File: src/hw/obf_pkg.sv
// Constants, register map and field layout of the boost enable and fault control
// Notes on behaviour
// Direction clear: switch off, boost follows field
// Direction set, feed low: boost and switch on
// Direction set, feed high: switch off, field rules
// Turn-on raises flag until output steady
// Under-voltage sets flag, hysteresis level clears it
// Over-current: FET off, flag while current high
// Short: boost and switch off, latched
// Short detection masked during soft start
// Over-voltage: shutdown, latched until re-enable
// State field: 4 off, 7 on, others idle
// Standby exit copies field 4 or 7 only
// Discharge bit 0 enables, resets to 1
// Software sets discharge bit without isolation switch
// Host mode masks bus presence interrupt
// Fault flag is OR of all faults
package obf_pkg;
  localparam int          ADDR_W            = 9;
  localparam int          DATA_W            = 8;
  localparam int          FIELD_W           = 3;
  localparam logic [8:0]  DSCH_CTL_OFFSET   = 9'h1c5;
  localparam logic [8:0]  STATE_CTL_OFFSET  = 9'h1c6;
  localparam logic [7:0]  DSCH_CTL_RESET    = 8'h01;
  localparam logic [7:0]  STATE_CTL_RESET   = 8'h24;
  localparam int          DSCH_DIS_BIT      = 0;
  localparam int          STATE_FIELD_LSB   = 0;
  localparam int          STBY_FIELD_LSB    = 3;
  localparam logic [2:0]  STATE_OFF         = 3'h4;
  localparam logic [2:0]  STATE_ON          = 3'h7;
  localparam int          SOFT_START_US     = 4000;
  localparam int          CLK_KHZ           = 10000;
  localparam int          SOFT_START_CYCLES = (SOFT_START_US * CLK_KHZ + 999) / 1000;
endpackage

File: src/hw/obf_fault_if.sv
// Signals between the boost control and its fault tracker
`timescale 1ns/10ps
interface obf_fault_if;
  logic boost_on;
  logic turn_on;
  logic reenable;
  logic soft_start;
  logic uv_below;
  logic uv_above_hyst;
  logic steady;
  logic oc;
  logic sc;
  logic ov;
  logic uv_fault;
  logic oc_fault;
  logic sc_latch;
  logic ov_latch;
  logic fault_flag;
  modport fault (input  boost_on, turn_on, reenable, soft_start, uv_below,
                 uv_above_hyst, steady, oc, sc, ov,
                 output uv_fault, oc_fault, sc_latch, ov_latch, fault_flag);
  modport ctl   (output boost_on, turn_on, reenable, soft_start, uv_below,
                 uv_above_hyst, steady, oc, sc, ov,
                 input  uv_fault, oc_fault, sc_latch, ov_latch, fault_flag);
endinterface

File: src/hw/otg_boost_enable_fault_ctl.sv
// Boost and isolation switch control with register file and fault flag
`timescale 1ns/10ps
module otg_boost_enable_fault_ctl #(
  parameter int SOFT_START_CYCLES = obf_pkg::SOFT_START_CYCLES
) (
  // Clock and reset
  input  wire logic                       core_clk,
  input  wire logic                       rst_b,
  // Parallel host register port
  input  wire logic [obf_pkg::ADDR_W-1:0] reg_addr,
  input  wire logic                       reg_wr,
  input  wire logic                       reg_rd,
  input  wire logic [obf_pkg::DATA_W-1:0] reg_wdata,
  output logic      [obf_pkg::DATA_W-1:0] reg_rdata,
  // Charger control bits
  input  wire logic                       charger_direction_bit,
  input  wire logic                       connector_feed_n,
  // Standby exit
  input  wire logic                       standby_exit_pin,
  // Comparators on the boost feedback pin
  input  wire logic                       uv_below,
  input  wire logic                       uv_above_hyst,
  input  wire logic                       out_steady,
  input  wire logic                       oc_detect,
  input  wire logic                       sc_detect,
  input  wire logic                       ov_detect,
  // Bus presence detection
  input  wire logic                       bus_presence_raw,
  output logic                            bus_presence_irq,
  // Power stage controls
  output logic                            boost_en,
  output logic                            iso_switch_en,
  output logic                            switch_fet_off,
  output logic                            uv_comp_en,
  output logic                            discharge_en,
  output logic                            soft_start_active,
  // Fault
  output logic                            boost_fault_flag
);
  localparam int FW = obf_pkg::FIELD_W;
  localparam int DW = obf_pkg::DATA_W;

  if (SOFT_START_CYCLES < 1) begin : g_bad_soft_start
    $error("SOFT_START_CYCLES must be at least one");
  end

  typedef struct packed {
    logic          dsch_dis;
    logic [FW-1:0] state_field;
    logic [FW-1:0] stby_field;
    logic          stby_pin;
    logic          boost_en;
    logic          iso_en;
    logic          fet_off;
    logic          uv_comp;
    logic          discharge;
    logic          bus_irq;
    logic [DW-1:0] rdata;
  } obf_ctl_state_t;

  obf_ctl_state_t s_q;
  obf_ctl_state_t s_d;

  obf_fault_if fi ();

  logic wr_dsch;
  logic wr_state;
  logic stby_edge;
  logic stby_copy;
  logic host_feed;
  logic want_on;
  logic shut;
  logic boost_next;
  logic iso_next;
  logic ss_active;
  logic [FW-1:0] wr_state_field;
  logic [FW-1:0] wr_stby_field;

  // Register decode
  always_comb begin
    wr_dsch        = reg_wr & (reg_addr == obf_pkg::DSCH_CTL_OFFSET);
    wr_state       = reg_wr & (reg_addr == obf_pkg::STATE_CTL_OFFSET);
    wr_state_field = reg_wdata[obf_pkg::STATE_FIELD_LSB +: FW];
    wr_stby_field  = reg_wdata[obf_pkg::STBY_FIELD_LSB +: FW];
  end

  // Standby exit copy on rising edge
  always_comb begin
    stby_edge = standby_exit_pin & ~s_q.stby_pin;
    stby_copy = stby_edge
              & ((s_q.stby_field == obf_pkg::STATE_OFF)
              |  (s_q.stby_field == obf_pkg::STATE_ON));
  end

  // On/off decision
  always_comb begin
    host_feed  = charger_direction_bit & ~connector_feed_n;
    want_on    = host_feed
               | (s_d.state_field == obf_pkg::STATE_ON);
    shut       = fi.sc_latch | fi.ov_latch;
    boost_next = want_on & ~shut;
    iso_next   = host_feed & ~shut;
  end

  // Next state
  always_comb begin
    s_d          = s_q;
    s_d.stby_pin = standby_exit_pin;
    if (wr_dsch) begin
      s_d.dsch_dis = reg_wdata[obf_pkg::DSCH_DIS_BIT];
    end
    if (wr_state) begin
      s_d.state_field = wr_state_field;
      s_d.stby_field  = wr_stby_field;
    end
    // Pin copy takes priority over a same-cycle write
    if (stby_copy) begin
      s_d.state_field = s_q.stby_field;
    end
    s_d.boost_en  = 1'h0;
    s_d.iso_en    = 1'h0;
    s_d.fet_off   = 1'h0;
    s_d.uv_comp   = 1'h0;
    s_d.discharge = 1'h0;
    s_d.bus_irq   = 1'h0;
    s_d.rdata     = s_q.rdata;
  end

  // Outputs of the power stage and read data
  obf_ctl_state_t o_d;

  always_comb begin
    o_d           = s_d;
    o_d.boost_en  = boost_next;
    o_d.iso_en    = iso_next;
    o_d.fet_off   = boost_next & oc_detect;
    o_d.uv_comp   = boost_next;
    o_d.discharge = ~s_d.dsch_dis & ~boost_next;
    o_d.bus_irq   = bus_presence_raw & ~host_feed;
    if (reg_rd) begin
      if (reg_addr == obf_pkg::DSCH_CTL_OFFSET) begin
        o_d.rdata = {{(DW-1){1'h0}}, s_q.dsch_dis};
      end else if (reg_addr == obf_pkg::STATE_CTL_OFFSET) begin
        o_d.rdata = {2'h0, s_q.stby_field, s_q.state_field};
      end else begin
        o_d.rdata = '0;
      end
    end
  end

  always_ff @(posedge core_clk or negedge rst_b) begin
    if (!rst_b) begin
      s_q             <= '0;
      s_q.dsch_dis    <= obf_pkg::DSCH_CTL_RESET[obf_pkg::DSCH_DIS_BIT];
      s_q.state_field <= obf_pkg::STATE_CTL_RESET[obf_pkg::STATE_FIELD_LSB +: FW];
      s_q.stby_field  <= obf_pkg::STATE_CTL_RESET[obf_pkg::STBY_FIELD_LSB +: FW];
    end else begin
      s_q <= o_d;
    end
  end

  // Fault tracker hookup
  assign fi.boost_on      = s_q.boost_en;
  assign fi.turn_on       = boost_next & ~s_q.boost_en;
  assign fi.reenable      = wr_state & (wr_state_field == obf_pkg::STATE_ON);
  assign fi.soft_start    = ss_active;
  assign fi.uv_below      = uv_below;
  assign fi.uv_above_hyst = uv_above_hyst;
  assign fi.steady        = out_steady;
  assign fi.oc            = oc_detect;
  assign fi.sc            = sc_detect;
  assign fi.ov            = ov_detect;

  obf_soft_start #(
    .CYCLES (SOFT_START_CYCLES)
  ) u_soft_start (
    .core_clk (core_clk),
    .rst_b    (rst_b),
    .start    (boost_next & ~s_q.boost_en),
    .abort    (~boost_next),
    .active   (ss_active)
  );

  obf_fault_track u_fault (
    .core_clk (core_clk),
    .rst_b    (rst_b),
    .f        (fi.fault)
  );

  assign reg_rdata         = s_q.rdata;
  assign boost_en          = s_q.boost_en;
  assign iso_switch_en     = s_q.iso_en;
  assign switch_fet_off    = s_q.fet_off;
  assign uv_comp_en        = s_q.uv_comp;
  assign discharge_en      = s_q.discharge;
  assign bus_presence_irq  = s_q.bus_irq;
  assign soft_start_active = ss_active;
  assign boost_fault_flag  = fi.fault_flag;
endmodule

File: src/hw/obf_soft_start.sv
// Soft-start window timer
`timescale 1ns/10ps
module obf_soft_start #(
  parameter int CYCLES = obf_pkg::SOFT_START_CYCLES
) (
  // Clock and reset
  input  wire logic core_clk,
  input  wire logic rst_b,
  // Control
  input  wire logic start,
  input  wire logic abort,
  // Status
  output logic      active
);
  localparam int CW = $clog2(CYCLES + 1);

  if (CYCLES < 1) begin : g_bad_cycles
    $error("CYCLES must be at least one");
  end

  typedef struct packed {
    logic          active;
    logic [CW-1:0] cnt;
  } obf_ss_state_t;

  obf_ss_state_t s_q;
  obf_ss_state_t s_d;

  always_comb begin
    s_d = s_q;
    if (abort) begin
      s_d.active = 1'h0;
      s_d.cnt    = '0;
    end else if (start) begin
      s_d.active = 1'h1;
      s_d.cnt    = CW'(CYCLES - 1);
    end else if (s_q.active) begin
      if (s_q.cnt == '0) begin
        s_d.active = 1'h0;
      end else begin
        s_d.cnt = s_q.cnt - CW'(1);
      end
    end
  end

  always_ff @(posedge core_clk or negedge rst_b) begin
    if (!rst_b) begin
      s_q <= '0;
    end else begin
      s_q <= s_d;
    end
  end

  assign active = s_q.active;
endmodule

File: src/hw/obf_fault_track.sv
// Fault condition tracking and combined fault flag
`timescale 1ns/10ps
module obf_fault_track (
  // Clock and reset
  input wire logic core_clk,
  input wire logic rst_b,
  // Fault signals
  obf_fault_if.fault f
);
  typedef struct packed {
    logic uv;
    logic oc;
    logic sc;
    logic ov;
    logic flag;
  } obf_ft_state_t;

  obf_ft_state_t s_q;
  obf_ft_state_t s_d;
  logic          uv_set;
  logic          uv_clr;

  always_comb begin
    s_d    = s_q;
    uv_set = f.turn_on | (f.boost_on & f.uv_below);
    uv_clr = ~f.boost_on | f.steady | f.uv_above_hyst;
    s_d.uv = (s_q.uv & ~uv_clr) | uv_set;
    s_d.oc = f.oc & f.boost_on;
    s_d.sc = (s_q.sc & ~f.reenable)
           | (f.sc & f.boost_on & ~f.soft_start);
    s_d.ov = (s_q.ov & ~f.reenable) | (f.ov & f.boost_on);
    s_d.flag = s_d.uv | s_d.oc | s_d.sc | s_d.ov;
  end

  always_ff @(posedge core_clk or negedge rst_b) begin
    if (!rst_b) begin
      s_q <= '0;
    end else begin
      s_q <= s_d;
    end
  end

  assign f.uv_fault   = s_q.uv;
  assign f.oc_fault   = s_q.oc;
  assign f.sc_latch   = s_q.sc;
  assign f.ov_latch   = s_q.ov;
  assign f.fault_flag = s_q.flag;
endmodule

File: config.mk
export PLATFORM = sky130hd
export DESIGN_NAME = otg_boost_enable_fault_ctl
export DESIGN_NICKNAME = d
export VERILOG_FILES = /design/src/hw/obf_pkg.sv /design/src/hw/obf_fault_if.sv /design/src/hw/otg_boost_enable_fault_ctl.sv /design/src/hw/obf_soft_start.sv /design/src/hw/obf_fault_track.sv
export SDC_FILE = /design/constraint.sdc
export NUM_CORES = 1
export LEC_CHECK = 0
export BUFFER_PORTS_ARGS = -buffer_cell sky130_fd_sc_hd__buf_4
export CAP_MARGIN = 25
export CORE_MARGIN = 4
export CORE_UTILIZATION = 50
export CTS_CLUSTER_DIAMETER = 50
export CTS_CLUSTER_SIZE = 10
export DETAILED_ROUTE_END_ITERATION = 6
export PLACE_DENSITY = 0.81
export REMOVE_ABC_BUFFERS = 1
export SYNTH_ARGS = -nofsm -noshare
export SYNTH_HDL_FRONTEND = slang
export SYNTH_SLANG_ARGS = --single-unit
File: constraint.sdc
create_clock -name core_clk -period 5.4 [get_ports core_clk]
set_input_delay 1.08 -clock core_clk [delete_from_list [all_inputs] [get_ports core_clk]]
set_output_delay 1.08 -clock core_clk [all_outputs]
set_load 0.05 [all_outputs]
### Word-level counts from Yosys, hierarchy flattened

Index checks and enable logic that the tools add are counted.

* register bits after elaboration: 42
* word-level logic and storage cells: 79
* output and inout bits: 16
* input port bits: 31

* reductions and logical operators: 2
* $add $sub $neg: 1
* bitwise logic cells: 42
* eq/ne operators: 8
* multiplexer cells: 10

Operators with widths (count)
* $mux W17: 3
* $and A1 B1 Y1: 20
* $eq A9 B9 Y1 const B: 2
* $mux W6: 3
* $logic_not A16 Y1: 1
* $mux W16: 1
* $sub A16 B1 Y16 const B: 1
* $eq A3 B3 Y1 const B: 4
* $or A1 B1 Y1: 12
* $not A1 Y1: 10
* $mux W3: 1
* $ne A3 B1 Y1 const B: 1
* $ne A3 B2 Y1 const B: 1
* $mux W1: 2
* $reduce_and A2 Y1: 1

### Longest topological paths before layout

Gate-level depths: netlist (run 1).

* depth after elaboration: 13
* mapped depth: 8
* gate-level depth less buffers: 7

### Cells and area by module

Synthesis (run 1) repeated with hierarchy kept, for this count alone.

* cell total of the unflattened synthesis: 220
* area total of the unflattened synthesis: 2255.9 sq um

By module, submodules not included
* otg_boost_enable_fault_ctl: sequential area each 479.2 sq um, cells an instance 98, area each 1051.0 sq um, instances 1
* obf_soft_start: sequential area each 425.4 sq um, cells an instance 105, area each 1006.0 sq um, instances 1
* obf_fault_track: sequential area each 125.1 sq um, cells an instance 17, area each 198.9 sq um, instances 1

### Worst setup path after synthesis (run 1)

No wires, ideal clock.

* path kind: input -> register
* start: input reg_addr[4] in the netlist's numbering
* end: register s_q, in the netlist discharge_en
* cell stages on the path: 7
* data required time: 5.334 ns
* buffers on the path: 1
* slack: 2.695 ns
* arrival: 2.639 ns
* path through: nand4bb_4 nor3_4 mux2i_1 o32ai_4 a41oi_2 buf_4 and2_1

RTL lines
* start: declaration: line otg_boost_enable_fault_ctl.sv:10 `input wire logic [obf_pkg::ADDR_W-1:0] reg_addr,`
* end: declaration: line otg_boost_enable_fault_ctl.sv:61 `obf_ctl_state_t s_q;`

==> results of run 1 <==
-- flip-flops by register name, indices dropped and copies added (netlist names) --
| register | cells |
|---|---|
| u_soft_start.s_q | 16 |
| discharge_en | 1 |
| uv_comp_en | 1 |
| u_fault.f.uv_fault | 1 |
| u_soft_start.active | 1 |
| u_fault.f.ov_latch | 1 |
| u_fault.f.fault_flag | 1 |
| bus_presence_irq | 1 |
| u_fault.f.sc_latch | 1 |
| iso_switch_en | 1 |
| switch_fet_off | 1 |
| reg_rdata | 6 |
| s_q | 8 |
-- layer usage --
| metal | up-vias | global-route usage [%] |
|---|---|---|
| li1 | 780 | - |
| met1 | 783 | 24.0 |
| met2 | 34 | 29.0 |
| met3 | 5 | 3.15 |
| met4 | 0 | 7.85 |
| met5 | - | 0 |
-- worst min-delay path: cells and delay by family (launching register included) --
| family | cells | cell delay (ps) |
|---|---|---|
| flops | 1 | 370 |
| compound gates | 1 | 60 |
| simple gates | 1 | 40 |
-- layout make-up --
class | instances | area [um2] | share of cell area, %
Timing Repair Buffer | 43 | 330 | 12.9
Clock inverter | 2 | 35.0 | 1.37
Clock buffer | 6 | 72.6 | 2.84
Tap cell | 50 | 62.6 | 2.45
Sequential cell | 40 | 1000 | 39.3
Multi-Input combinational cell | 136 | 1000 | 39.2
Inverter | 13 | 48.8 | 1.91
-- per-stage QoR --
| stage | worst slack (ps) | utilization, % | area [um2] | instances | hold WS (ps) |
|---|---|---|---|---|---|
| after floorplan | 2330 | - | 2060 | 189 | 471 |
| after global placement | 1820 | 59.6 | 2430 | 281 | 503 |
| after detailed placement | 1790 | 59.6 | 2430 | 281 | 507 |
| after CTS | 2100 | 62.2 | 2540 | 289 | 518 |
| after global routing | 2290 | 62.6 | 2560 | 290 | 565 |
| final | 2430 | 62.6 | 2560 | 290 | 517 |
-- final timing paths --
check	from	end	slack, ps	cells past startpoint
max	reg_addr[4]	u_soft_start.s_q[12]	2430	8
min	s_q[20]	reg_rdata[2]	520	2
max reg2reg	uv_comp_en	u_fault.f.fault_flag	3030	5
min reg2reg	s_q[20]	reg_rdata[2]	520	2
max in group asynchronous	rst_b	s_q[20]	4280	1
min in group asynchronous	rst_b	reg_rdata[4]	750	1
-- placed cells by master (no fill, tap or decap), types with 3 or more instances in the layout --
| master | count |
|---|---|
| sky130_fd_sc_hd__a21oi_1 | 16 |
| sky130_fd_sc_hd__nand3b_1 | 4 |
| sky130_fd_sc_hd__dfstp_2 | 3 |
| sky130_fd_sc_hd__nor2b_1 | 4 |
| sky130_fd_sc_hd__inv_1 | 12 |
| sky130_fd_sc_hd__nor3_2 | 6 |
| sky130_fd_sc_hd__mux2i_1 | 5 |
| sky130_fd_sc_hd__xnor2_1 | 11 |
| sky130_fd_sc_hd__nand2_1 | 11 |
| sky130_fd_sc_hd__o21ai_0 | 11 |
| sky130_fd_sc_hd__nor3_1 | 6 |
| sky130_fd_sc_hd__mux2_2 | 5 |
| sky130_fd_sc_hd__clkbuf_8 | 5 |
| sky130_fd_sc_hd__nor2_1 | 13 |
| sky130_fd_sc_hd__buf_4 | 42 |
| sky130_fd_sc_hd__dfrtp_1 | 37 |
-- kinds of logic (layout without fill, tap and decap cells) --
| group | Yosys count | count (layout) | share of synthesized area [%] |
|---|---|---|---|
| adder cells (fa/ha/maj) | 1 | 1 | 0.580 |
| AO/OA/AOI/OAI | 42 | 42 | 13.8 |
| multiplexers | 10 | 10 | 4.93 |
| buffers and inverters | 28 | 64 | 7.08 |
| XOR/XNOR | 11 | 11 | 4.47 |
| AND/OR/NAND/NOR | 70 | 70 | 22.3 |
| flip-flops | 40 | 40 | 46.6 |
| other | 1 | 2 | 0.174 |
-- power by group through the flow --
stage / registers [uW] / logic [uW] / clock network (uW)
floorplan: 352 / 78.4 / 0
global placement: 341 / 135 / 0
detailed placement: 341 / 139 / 0
CTS: 335 / 140 / 244
global route: 338 / 155 / 256
finish: 335 / 140 / 238
==> impl_summary.txt, run 1 <==
----------------------------------------------------
[Yosys]
  Share of the synthesized area in the top cell type ... 42.9%
  Library cell occupying the most area in the post-synthesis netlist ... sky130_fd_sc_hd__dfrtp_1
  Number of flip-flops and latches in the synthesized netlist ... 40
  Top-count cell post-synth ... sky130_fd_sc_hd__dfrtp_1
  Synthesized netlist cell count ... 203
  Summed instance area of the synthesized netlist ... 2160 um2
  Leading register cell type out of synthesis ... sky130_fd_sc_hd__dfrtp_1
  Post-synth ARST share ... 100%
  Mean instance size in the synthesized netlist ... around 11 um2
  Seq/Total Area, Yosys ... 46.6%
  Number of enable-type register cells in the synthesized netlist ... 0
  Number of distinct library cells after synthesis ... 53
  Cells taking the most area after synthesis ... sky130_fd_sc_hd__dfrtp_1 (43%), sky130_fd_sc_hd__xnor2_1 (4.5%), sky130_fd_sc_hd__a21oi_1 (3.7%), sky130_fd_sc_hd__dfstp_2 (3.7%), sky130_fd_sc_hd__buf_4 (3.5%)
  Synthesis warning total ... 0
  Most instantiated cells after synthesis ... sky130_fd_sc_hd__dfrtp_1 (37), sky130_fd_sc_hd__a21oi_1 (16), sky130_fd_sc_hd__nor2_1 (13)

[Clocking]
  Insertion delay of the later-clocked pin in the worst-skew pair ... just under 300 ps
  Root Buffer Master ... sky130_fd_sc_hd__clkbuf_8
  Number of buffers inserted to repair setup after CTS ... 0
  CTS tree ... done
  Number of buffers added by the clock tree synthesis step ... 5
  Count of hold-fix buffers inserted at cts ... 0
  H-tree level count ... 2
  CTS clock-pin slew for the worst setup and hold paths ... ~80 ps
  Buffer levels on the longest clock path ... 2
  # resized after CTS ... 0
  Clock sink total ... 40

[Worst setup path]
  Sequence of cells on the critical path ... buf_4 -> nand4bb_4 -> nor3_4 -> mux2i_1 -> o32ai_4 -> a41oi_2 -> buf_8 -> a31oi_1
  Cell family with the largest share of critical-path delay ... simple AND/OR/NAND/NOR gates
  Classification of the worst setup path ... primary input to flop
  Buffer and inverter count on the worst path ... 2
  Critical path capture point type ... flop
  Highest fanout seen on the critical path ... 14
  Crit-path slowest cell ... sky130_fd_sc_hd__nor3_4
  Kind of start point of the critical path ... primary input
  Signal arrival time at the worst endpoint ... between 3000 and 4000 ps
  Req. time, crit path ... 5540 ps
  Crit path largest cell delay ... 520 ps

[Place]
  Weighted congestion reported at the end of routability-driven placement ... roughly 0.79
  Buffers on Ports ... 42
  Total half-perimeter wirelength after legalization and detailed placement ... 3110 um

[Floorplanning]
  Site Rows ... 23
  Die ar. ... between 5000 and 6000 um2
  Initial core utilization ... 52.8%
  Overall die width ... approximately 74 um
  Core Area ... 4090 um2
  I/O pins ... 47
  DIE HEIGHT ... 73.7 um

[Global routing]
  Total congestion overflow after global routing ... 0
  Total track usage ... 18.1%
  Wire length of the first global-routing pass ... about 7500 um
  Maximum number of pins on one net before global-route repair ... about 40
  Number of antenna violations at the first check in global routing ... 0
  Via count of the first global-routing pass ... between 1500 and 2000

[Pwr]
  Pleak ... 0.00114 uW
  Sequential cell fraction of total power ... roughly 47%
  Combinational share of power ... 19.6%
  Proportion of power drawn by the clock network ... 33.4%
  Sw Share ... 27.7%
  Max IR drop VDD ... 0.000223 V
  Sum of internal, switching and leakage power ... 714 uW
  Switch Pwr ... 198 uW
  Power Dens Cells ... approximately 280 nW/um2
  Cell-internal power ... between 500 and 600 uW

[Detailed routing]
  Final routed wire length divided by cell count ... 14.8 um
  Uppermost metal layer occupied by signal nets ... met4
  Detail Route Antenna Nets ... 0
  Routed via count ... 1602
  Post-route DRC violation count ... 0
  Drt first-iter violations ... approximately 80
  Vias/cell ... around 5.5
  Length of routed met2 wiring ... 2180 um
  Detailed Route WL ... 4300 um
  WL met3 ... approximately 170 um
  Detailed-routing iteration count for the pre-antenna-repair pass ... 4
  Metal1 wirelength ... 1890 um

[Timing]
  Highest attainable clock frequency ... 336 MHz
  Final cycle utilization of the critical path ... 55.1%
  Final Max Tran Viols ... 0
  Hold violation total from the final report ... 0
  Unrepaired setup endpoints after global routing ... false
  Worst-Margin Slew ... 702 ps
  Slew headroom ... 53.2%
  Final sum of negative setup slack ... 0 ps
  Final Setup Violations ... 0
  Clk_skew ... 5.31 ps
  Shortest clock period the worst path allows after layout ... between 2000 and 3000 ps

[Layout]
  Nets@finish ... 271
  Fraction of final layout cells with drive strength greater than 1 ... 31.3%
  Fill cell total of the finished layout ... 336
  Synthesis-to-layout area growth ... 18.6%
  Antenna diode count ... 0

[Hold path]
  Kind of path behind the tightest hold check ... flop to flop

[Status]
  Result of the run ... completed

[Run]
  Max-cap violation count ... 0

----------------------------------------------------
Note: power is estimated with default switching activity, not from simulation.
==> inputs of run 2 (changes only) <==
--- a/config.mk
+++ b/config.mk
@@ -5,6 +5,7 @@
 export SDC_FILE = /design/constraint.sdc
 export NUM_CORES = 1
 export LEC_CHECK = 0
+export ABC_AREA = 1
 export BUFFER_PORTS_ARGS = -buffer_cell sky130_fd_sc_hd__buf_4
 export CAP_MARGIN = 25
 export CORE_MARGIN = 4
==> constraint.sdc (replaced) <==
create_clock -name core_clk -period 2.85 [get_ports core_clk]
set_input_delay 0.57 -clock core_clk [delete_from_list [all_inputs] [get_ports core_clk]]
set_output_delay 0.57 -clock core_clk [all_outputs]
set_load 0.05 [all_outputs]
==> run 2 against run 1 <==
Compared with the run above: sequential share of layout area decreased by 2.6 points; critical path depth increased by 5; hold slack got worse by 280 ps; sequential power increased by 88%; non-clock buffer count increased by 1; routed wire length increased by 12%; synthesized cell count increased by 44%; first-iteration DRC count decreased by 7.6%; design area increased by 7.0%; clock skew increased by 0.67 ps; count of clock-buffer cells in the layout decreased by 1; largest cell class is now multi-input combinational cells.
==> impl_summary.txt, run 2 <==
----------------------------------------------------
[Clocking]
  Root Buffer Master ... sky130_fd_sc_hd__clkbuf_8 (unchanged)
  CTS clock-pin slew for the worst setup and hold paths ... 80 ps (about the same)
  CTS tree ... done (unchanged)
  Insertion delay of the later-clocked pin in the worst-skew pair ... 290 ps (about the same)
  Clock sink total ... 40 (unchanged)
  # resized after CTS ... 0 (unchanged)
  Number of buffers inserted to repair setup after CTS ... 0 (unchanged)
  H-tree level count ... 2 (unchanged)
  Buffer levels on the longest clock path ... 2 (unchanged)
  Number of buffers added by the clock tree synthesis step ... 5 (unchanged)
  Count of hold-fix buffers inserted at cts ... 0 (unchanged)

[Worst setup path]
  Critical path capture point type ... flop (unchanged)
  Classification of the worst setup path ... flop to flop (was primary input to flop)
  Req. time, crit path ... 3040 ps (was 5540 ps)
  Worst-case reg-to-reg path depth ... 13 (was 5)
  Highest fanout seen on the critical path ... 16 (was 14)
  Signal arrival time at the worst endpoint ... 2340 ps (was 3110 ps)
  Kind of start point of the critical path ... flop (was primary input)

[Place]
  Number of placed cells counting well taps ... 373 (was 281)
  Weighted congestion reported at the end of routability-driven placement ... 0.854 (was 0.788)
  Buffers on Ports ... 42 (unchanged)
  Total half-perimeter wirelength after legalization and detailed placement ... 3560 um (was 3110 um)

[Global routing]
  Total congestion overflow after global routing ... 0 (unchanged)
  Wire length of the first global-routing pass ... 8470 um (was 7510 um)
  Total track usage ... 17.3% (was 18.1%)
  Maximum number of pins on one net before global-route repair ... 41 (unchanged)
  Number of antenna violations at the first check in global routing ... 0 (unchanged)
  Via count of the first global-routing pass ... 1975 (was 1602)

[Pwr]
  Pleak ... 0.00142 uW (was 0.00114 uW)
  Max IR drop VDD ... 0.000428 V (was 0.000223 V)
  Power Dens Cells ... 545 nW/um2 (was 279 nW/um2)

[Yosys]
  Summed instance area of the synthesized netlist ... 2340 um2 (was 2160 um2)
  Top-count cell post-synth ... sky130_fd_sc_hd__nand2_1 (was sky130_fd_sc_hd__dfrtp_1)
  Synthesized-area fraction occupied by and/or/nand/nor cells ... 33.0% (was 22.3%)
  Multiplexer share of the synthesized area ... 1.44% (was 4.93%)
  Cells taking the most area after synthesis ... sky130_fd_sc_hd__dfrtp_1 (40%), sky130_fd_sc_hd__nand2_1 (10%), sky130_fd_sc_hd__nand3_1 (7.3%), sky130_fd_sc_hd__inv_1 (6.1%), sky130_fd_sc_hd__nand3_2 (5.6%) (was sky130_fd_sc_hd__dfrtp_1 (43%), sky130_fd_sc_hd__xnor2_1 (4.5%), sky130_fd_sc_hd__a21oi_1 (3.7%), sky130_fd_sc_hd__dfstp_2 (3.7%), sky130_fd_sc_hd__buf_4 (3.5%))
  Number of distinct library cells after synthesis ... 34 (was 53)
  Leading register cell type out of synthesis ... sky130_fd_sc_hd__dfrtp_1 (unchanged)
  Main combinational cell family by area after synthesis ... simple AND/OR/NAND/NOR gates (unchanged)
  Post-synthesis adder-cell area fraction ... 0.535% (was 0.580%)
  Post-synth ARST share ... 100% (unchanged)
  Number of enable-type register cells in the synthesized netlist ... 0 (unchanged)
  Number of flip-flops and latches in the synthesized netlist ... 40 (unchanged)
  Compound-gate portion of the synthesized area ... 8.88% (was 13.8%)
  Synthesized netlist cell count ... 292 (was 203)
  Library cell occupying the most area in the post-synthesis netlist ... sky130_fd_sc_hd__dfrtp_1 (unchanged)
  Synthesis warning total ... 0 (unchanged)
  Seq/Total Area, Yosys ... 42.9% (was 46.6%)
  Most instantiated cells after synthesis ... sky130_fd_sc_hd__nand2_1 (63), sky130_fd_sc_hd__inv_1 (38), sky130_fd_sc_hd__dfrtp_1 (37) (was sky130_fd_sc_hd__dfrtp_1 (37), sky130_fd_sc_hd__a21oi_1 (16), sky130_fd_sc_hd__nor2_1 (13))
  Mean instance size in the synthesized netlist ... 8.01 um2 (was 10.6 um2)
  Post-Synth XOR/XNOR Area ... 0.749% (was 4.47%)
  Share of the synthesized area in the top cell type ... 39.6% (was 42.9%)

[Timing]
  Final Max Tran Viols ... 0 (unchanged)
  Unrepaired setup endpoints after global routing ... false (unchanged)
  Hold violation total from the final report ... 0 (unchanged)
  Shortest clock period the worst path allows after layout ... 2150 ps
  Final Setup Violations ... 0 (unchanged)
  Final sum of negative setup slack ... 0 ps (unchanged)
  Clk_skew ... 5.97 ps (was 5.31 ps)
  Final cycle utilization of the critical path ... 75.5%
  Highest attainable clock frequency ... 465 MHz

[Layout]
  Post-route core utilization ... 61.5% (was 62.6%)
  Max reg flops ... 16 (unchanged)
  Most flops, register ... u_soft_start.s_q (unchanged)
  Synthesis-to-layout area growth ... 16.8% (was 18.6%)
  Antenna diode count ... 0 (unchanged)
  Most frequent cells in the layout ... sky130_fd_sc_hd__nand2_1 (63), sky130_fd_sc_hd__buf_4 (44), sky130_fd_sc_hd__inv_1 (38) (was sky130_fd_sc_hd__buf_4 (42), sky130_fd_sc_hd__dfrtp_1 (37), sky130_fd_sc_hd__a21oi_1 (16))
  Nets@finish ... 360 (was 271)
  Final non-filler cell total ... 380 (was 290)
  Fill cell total of the finished layout ... 376 (was 336)
  Commonest non-fill, non-tap cell in the layout ... sky130_fd_sc_hd__nand2_1 (was sky130_fd_sc_hd__buf_4)
  Fraction of final layout cells with drive strength greater than 1 ... 25.0% (was 31.3%)

[Detailed routing]
  Detailed Route WL ... 4800 um (was 4300 um)
  Detailed-routing iteration count for the pre-antenna-repair pass ... 4 (unchanged)
  Post-route DRC violation count ... 0 (unchanged)
  Final routed wire length divided by cell count ... 12.6 um (was 14.8 um)
  Routed via count ... 1984 (was 1602)
  Vias/cell ... 5.22 (was 5.52)
  Drt first-iter violations ... 73 (was 79)
  Detail Route Antenna Nets ... 0 (unchanged)

[Floorplanning]
  I/O pins ... 47 (unchanged)
  Overall die width ... 76.4 um (was 73.7 um)
  Core Area ... 4440 um2 (was 4090 um2)
  Initial core utilization ... 52.6% (was 52.8%)
  Site Rows ... 24 (was 23)
  DIE HEIGHT ... 76.4 um (was 73.7 um)
  Die ar. ... 5840 um2 (was 5430 um2)

[Status]
  Result of the run ... completed (unchanged)

[Hold path]
  Kind of path behind the tightest hold check ... primary input to asynchronous set/reset pin (was flop to flop)

[Run]
  Max-cap violation count ... 0 (unchanged)

----------------------------------------------------
run 2: cell types whose count changed in the layout (fill, tap and decap cells not counted), moves of 5 or more:
cell	change
sky130_fd_sc_hd__a21oi_1	-7
sky130_fd_sc_hd__nand3_2	+13
sky130_fd_sc_hd__o21ai_0	+9
sky130_fd_sc_hd__nor2_1	+11
sky130_fd_sc_hd__nor3_2	-6
sky130_fd_sc_hd__mux2i_1	-5
sky130_fd_sc_hd__nand2_1	+52
sky130_fd_sc_hd__inv_1	+26
sky130_fd_sc_hd__xnor2_1	-10
sky130_fd_sc_hd__nand3_1	+32
run 2: worst max-delay path, stage by stage (launching register included):
cell,delay (ps)
sky130_fd_sc_hd__dfrtp_1,400
sky130_fd_sc_hd__inv_1,80
sky130_fd_sc_hd__ha_1,190
sky130_fd_sc_hd__inv_2,50
sky130_fd_sc_hd__nor2_4,100
sky130_fd_sc_hd__nand2_4,80
sky130_fd_sc_hd__nor2_4,120
sky130_fd_sc_hd__nand2_4,80
sky130_fd_sc_hd__nor2_4,100
sky130_fd_sc_hd__nand3_2,100
sky130_fd_sc_hd__a21oi_4,340
sky130_fd_sc_hd__inv_4,180
sky130_fd_sc_hd__nand3_1,130
sky130_fd_sc_hd__nand2_1,60
run 2: metal layers:
layer  GRT usage, %  vias up  part of all wire [%]  wire length (um)
met3           4.85        6                   6.2               296
met4           5.43        0                  0.98                47
li1               -     1004                     -                 -
met1           20.5      924                    43              2060
met5              0        -                     0                 0
met2           30.4       50                    50              2400
run 2: worst paths after layout:
| path | slack, ps | end | start |
|---|---|---|---|
| min in group core_clk | 390 | s_q[14] | standby_exit_pin |
| worst max-delay path | 700 | u_soft_start.s_q[2] | u_soft_start.s_q[0] |
| max in group asynchronous | 2250 | s_q[21] | rst_b |
| worst max register to register | 700 | u_soft_start.s_q[2] | u_soft_start.s_q[0] |
| worst min register to register | 490 | reg_rdata[4] | reg_rdata[4] |
| worst min-delay path | 230 | reg_rdata[3] | rst_b |
run 2: where the power goes:
part	switching (uW)	internal (uW)
clock	196	345
sequential	24.3	607
combinational	208	110
run 2: final cells by class:
type / instances / area, um2 / area share, %
Multi-Input combinational cell: 197 / 1050 / 38.5
Sequential cell: 40 / 1000 / 36.8
Timing Repair Buffer: 44 / 330 / 12.1
Inverter: 40 / 153 / 5.58
Clock buffer: 5 / 68.8 / 2.52
Tap cell: 52 / 65.1 / 2.38
Clock inverter: 2 / 60.1 / 2.20
run 2: cells by family (layout without fill, tap and decap cells):
group	after synthesis	after routing
and+or+nand+nor	153	153
adders and majority gates	1	1
buffers and inverters	56	91
other	1	2
muxes	3	3
xor gates and xnor gates	2	2
AOI/OAI and AO/OA	36	36
DFF	40	40
run 2: stage by stage:
step	setup slack (ps)	hold WS, ps	total power, uW	instance area [um2]
global placement	681	467	951	2610
detailed placement	634	473	961	2610
CTS	693	250	1510	2730
global route	508	270	1560	2730
finish	699	232	1490	2730
floorplan	717	274	857	2210
==> inputs of run 3 (changes only) <==
--- a/config.mk
+++ b/config.mk
@@ -9,11 +9,11 @@
 export BUFFER_PORTS_ARGS = -buffer_cell sky130_fd_sc_hd__buf_4
 export CAP_MARGIN = 25
 export CORE_MARGIN = 4
-export CORE_UTILIZATION = 50
+export CORE_UTILIZATION = 49
 export CTS_CLUSTER_DIAMETER = 50
 export CTS_CLUSTER_SIZE = 10
 export DETAILED_ROUTE_END_ITERATION = 6
-export PLACE_DENSITY = 0.81
+export PLACE_DENSITY = 0.82
 export REMOVE_ABC_BUFFERS = 1
 export SYNTH_ARGS = -nofsm -noshare
 export SYNTH_HDL_FRONTEND = slang
==> constraint.sdc (replaced) <==
create_clock -name core_clk -period 1.86 [get_ports core_clk]
set_input_delay 0.372 -clock core_clk [delete_from_list [all_inputs] [get_ports core_clk]]
set_output_delay 0.372 -clock core_clk [all_outputs]
set_load 0.05 [all_outputs]
==> run 3 against run 2 <==
Compared with the run above: critical path type unchanged; first-iteration DRC count increased by 34%; flip-flop and latch count stayed put; highest routed layer unchanged; design area up 9.2%; the flow now finishes with violations (negative setup slack); utilization grew 5.2 points; power up 52%.
==> impl_summary.txt, run 3 (synthesized netlist as in run 2, its figures left out) <==
----------------------------------------------------
[Floorplanning]
  I/O pins ... 47 (unchanged)
  Overall die width ... 77.1 um (was 76.4 um)
  Site Rows ... 24 (unchanged)
  Core Area ... 4470 um2 (was 4440 um2)
  Die ar. ... 5940 um2 (was 5840 um2)
  DIE HEIGHT ... 77.1 um (was 76.4 um)
  Initial core utilization ... 52.3% (was 52.6%)

[Clocking]
  CTS clock-pin slew for the worst setup and hold paths ... 80 ps (about the same)
  Root Buffer Master ... sky130_fd_sc_hd__clkbuf_8 (unchanged)
  Clock sink total ... 40 (unchanged)
  Number of buffers added by the clock tree synthesis step ... 5 (unchanged)
  H-tree level count ... 2 (unchanged)
  Insertion delay of the later-clocked pin in the worst-skew pair ... 290 ps (about the same)
  Buffer levels on the longest clock path ... 2 (unchanged)
  CTS tree ... done (unchanged)

[Detailed routing]
  Detail Route Antenna Nets ... 0 (unchanged)
  Final routed wire length divided by cell count ... 13.8 um (was 12.6 um)
  Detailed-routing iteration count for the pre-antenna-repair pass ... 4 (unchanged)
  Drt first-iter violations ... 98 (was 73)
  Vias/cell ... 5.33 (was 5.22)
  Detailed Route WL ... 5500 um (was 4800 um)
  Routed via count ... 2123 (was 1984)
  Post-route DRC violation count ... 0 (unchanged)

[Global routing]
  Total congestion overflow after global routing ... 0 (unchanged)
  Number of antenna violations at the first check in global routing ... 0 (unchanged)
  Total track usage ... 18.5% (was 17.3%)
  Wire length of the first global-routing pass ... 8790 um (was 8470 um)
  Via count of the first global-routing pass ... 2019 (was 1975)
  Maximum number of pins on one net before global-route repair ... 41 (unchanged)

[Place]
  Weighted congestion reported at the end of routability-driven placement ... 0.860 (was 0.854)
  Worst Setup Slack post-DPL ... -2.00 ps (was 634 ps)
  Buffers on Ports ... 42 (unchanged)
  Total half-perimeter wirelength after legalization and detailed placement ... 3530 um (was 3560 um)
  Number of placed cells counting well taps ... 377 (was 373)
  Placement-stage cell area ... 2660 um2 (was 2610 um2)

[Layout]
  Nets@finish ... 377 (was 360)
  Fraction of final layout cells with drive strength greater than 1 ... 32.9% (was 25.0%)
  Max reg flops ... 16 (unchanged)
  Most flops, register ... u_soft_start.s_q (unchanged)
  Final non-filler cell total ... 398 (was 380)
  Most frequent cells in the layout ... sky130_fd_sc_hd__nand2_1 (63), sky130_fd_sc_hd__buf_4 (53), sky130_fd_sc_hd__dfrtp_1 (37) (was sky130_fd_sc_hd__nand2_1 (63), sky130_fd_sc_hd__buf_4 (44), sky130_fd_sc_hd__inv_1 (38))
  Final instance area ... 2980 um2 (was 2730 um2)
  Synthesis-to-layout area growth ... 27.5% (was 16.8%)
  Antenna diode count ... 0 (unchanged)
  Fill cell total of the finished layout ... 364 (was 376)
  Commonest non-fill, non-tap cell in the layout ... sky130_fd_sc_hd__nand2_1 (unchanged)

[Timing]
  Unrepaired setup endpoints after global routing ... true (was false)
  Highest attainable clock frequency ... 527 MHz (was 465 MHz)
  Final cycle utilization of the critical path ... 102% (was 75.5%)
  Final Max Tran Viols ... 0 (unchanged)
  Slew headroom ... about 64%
  Clk_skew ... 5.73 ps (was 5.97 ps)
  Shortest clock period the worst path allows after layout ... 1900 ps (was 2150 ps)
  Hold violation total from the final report ... 0 (unchanged)
  Worst setup margin ... -35.9 ps (was 699 ps)
  Worst Hold Slack ... 35.7 ps (was 232 ps)
  Final Setup Violations ... 10 (was 0)
  Worst-Margin Slew ... 534 ps

[Status]
  Failing checks ... negative setup slack
  Result of the run ... complete, but fails checks (was completed)

[Pwr]
  Power Dens Cells ... 761 nW/um2 (was 545 nW/um2)
  Combinational share of power ... 26.2% (was 21.3%)
  Max IR drop VDD ... 0.000326 V (was 0.000428 V)
  Sw Share ... 30.9% (was 28.7%)
  Pleak ... 0.00152 uW (was 0.00142 uW)
  Cell-internal power ... 1570 uW (was 1060 uW)
  Sequential cell fraction of total power ... 42.8% (was 42.4%)
  Proportion of power drawn by the clock network ... 31.0% (was 36.3%)
  Sum of internal, switching and leakage power ... 2270 uW (was 1490 uW)
  Switch Pwr ... 701 uW (was 428 uW)

[Worst setup path]
  Critical path capture point type ... flop (unchanged)
  Crit-path slowest cell ... sky130_fd_sc_hd__dfrtp_1 (unchanged)
  Sequence of cells on the critical path ... inv_2 -> ha_4 -> inv_2 -> nor2_4 -> nand2_4 -> nor2_4 -> nand2_4 -> nor2_4 -> nand3_2 -> a21oi_4 -> buf_12 -> buf_4 -> nand3_1 -> nand2_1 (was inv_1 -> ha_1 -> inv_2 -> nor2_4 -> nand2_4 -> nor2_4 -> nand2_4 -> nor2_4 -> nand3_2 -> a21oi_4 -> inv_4 -> nand3_1 -> nand2_1)
  Endpoint of the most critical register-to-register path ... u_soft_start.s_q[13] (was u_soft_start.s_q[2])
  Setup slack, reg-to-reg ... -40 ps (was 700 ps)
  Kind of start point of the critical path ... flop (unchanged)
  Crit path largest cell delay ... 410 ps (was 400 ps)
  Most used cell, CP ... sky130_fd_sc_hd__nor2_4 (unchanged)
  Worst-case reg-to-reg path depth ... 14 (was 13)
  Startpoint of the worst-slack reg-to-reg timing path ... u_soft_start.s_q[0] (unchanged)
  Highest fanout seen on the critical path ... 4 (was 16)
  Classification of the worst setup path ... flop to flop (unchanged)
  Req. time, crit path ... 2090 ps (was 3040 ps)
  Signal arrival time at the worst endpoint ... 2130 ps (was 2340 ps)

[Run]
  Max-cap violation count ... 0 (unchanged)

[Hold path]
  Kind of path behind the tightest hold check ... primary input to asynchronous set/reset pin (unchanged)

----------------------------------------------------
==> run 3: cell count changes in the layout (fill, tap and decap cells not counted), sizes merged <==
cell / delta
clkinvlp: +1
buf: +14
clkinv: +1
inv: +1
bufinv: -1
clkbuf: +2
==> run 3: layer usage <==
metal	vias to the layer above	wire [um]	global-route usage, %	part of all wire (%)
li1	1035	-	-	-
met1	997	2150	21.6	39
met2	82	2880	31.0	52
met3	9	386	4.80	7.0
met4	0	80	9.79	1.5
met5	-	0	0	0
==> run 3: how the worst max path moves through the flow <==
stage                                    from              endpoint  cells past startpoint
after floorplan                    uv_comp_en   u_soft_start.s_q[0]                      5
after global placement    u_soft_start.s_q[0]   u_soft_start.s_q[3]                     13
after detailed placement  u_soft_start.s_q[0]   u_soft_start.s_q[4]                     13
after CTS                 u_soft_start.s_q[0]   u_soft_start.s_q[4]                     14
after global routing      u_soft_start.s_q[0]   u_soft_start.s_q[6]                     14
final                     u_soft_start.s_q[0]  u_soft_start.s_q[13]                     14
==> run 3: per-stage QoR <==
| step | setup TNS, ps | utilization (%) |
|---|---|---|
| floorplan | -4250 | - |
| global placement | 0 | 59.5 |
| detailed placement | -2.00 | 59.5 |
| CTS | 0 | 63.8 |
| global route | -2090 | 66.7 |
| finish | -250 | 66.7 |
==> run 3: repair_timing <==
action	CTS	global route
hold buffers	0	0
resized for setup	9	13
cloned	2	2
setup buffers	6	4
pin swaps	0	1
setup endpoints to repair	17	18
==> run 3: final cells by class <==
type | instances | area, um2 | area share (%)
multi-input cells | 197 | 1110 | 37.1
flip-flops and latches | 40 | 1000 | 33.7
repair buffers | 60 | 531 | 17.8
inverters | 40 | 158 | 5.28
clock buffers | 5 | 68.8 | 2.31
well taps | 52 | 65.1 | 2.18
clock inverters | 3 | 42.5 | 1.43
repair inverters | 1 | 6.26 | 0.210
==> run 3: power by group through the flow <==
stage	Combinational [uW]	Clock, uW	Sequential, uW
global route	652	774	981
finish	595	703	972
CTS	544	728	970
detailed placement	499	0	986
global placement	487	0	985
floorplan	285	0	1030
==> run 3: critical path: cells and delay by family, from the launching register on <==
| kind | cells | cell delay [ps] |
|---|---|---|
| AOI/OAI and AO/OA | 1 | 220 |
| adders and majority gates | 1 | 140 |
| buffers and inverters | 4 | 400 |
| DFF | 1 | 410 |
| and+or+nand+nor | 8 | 660 |
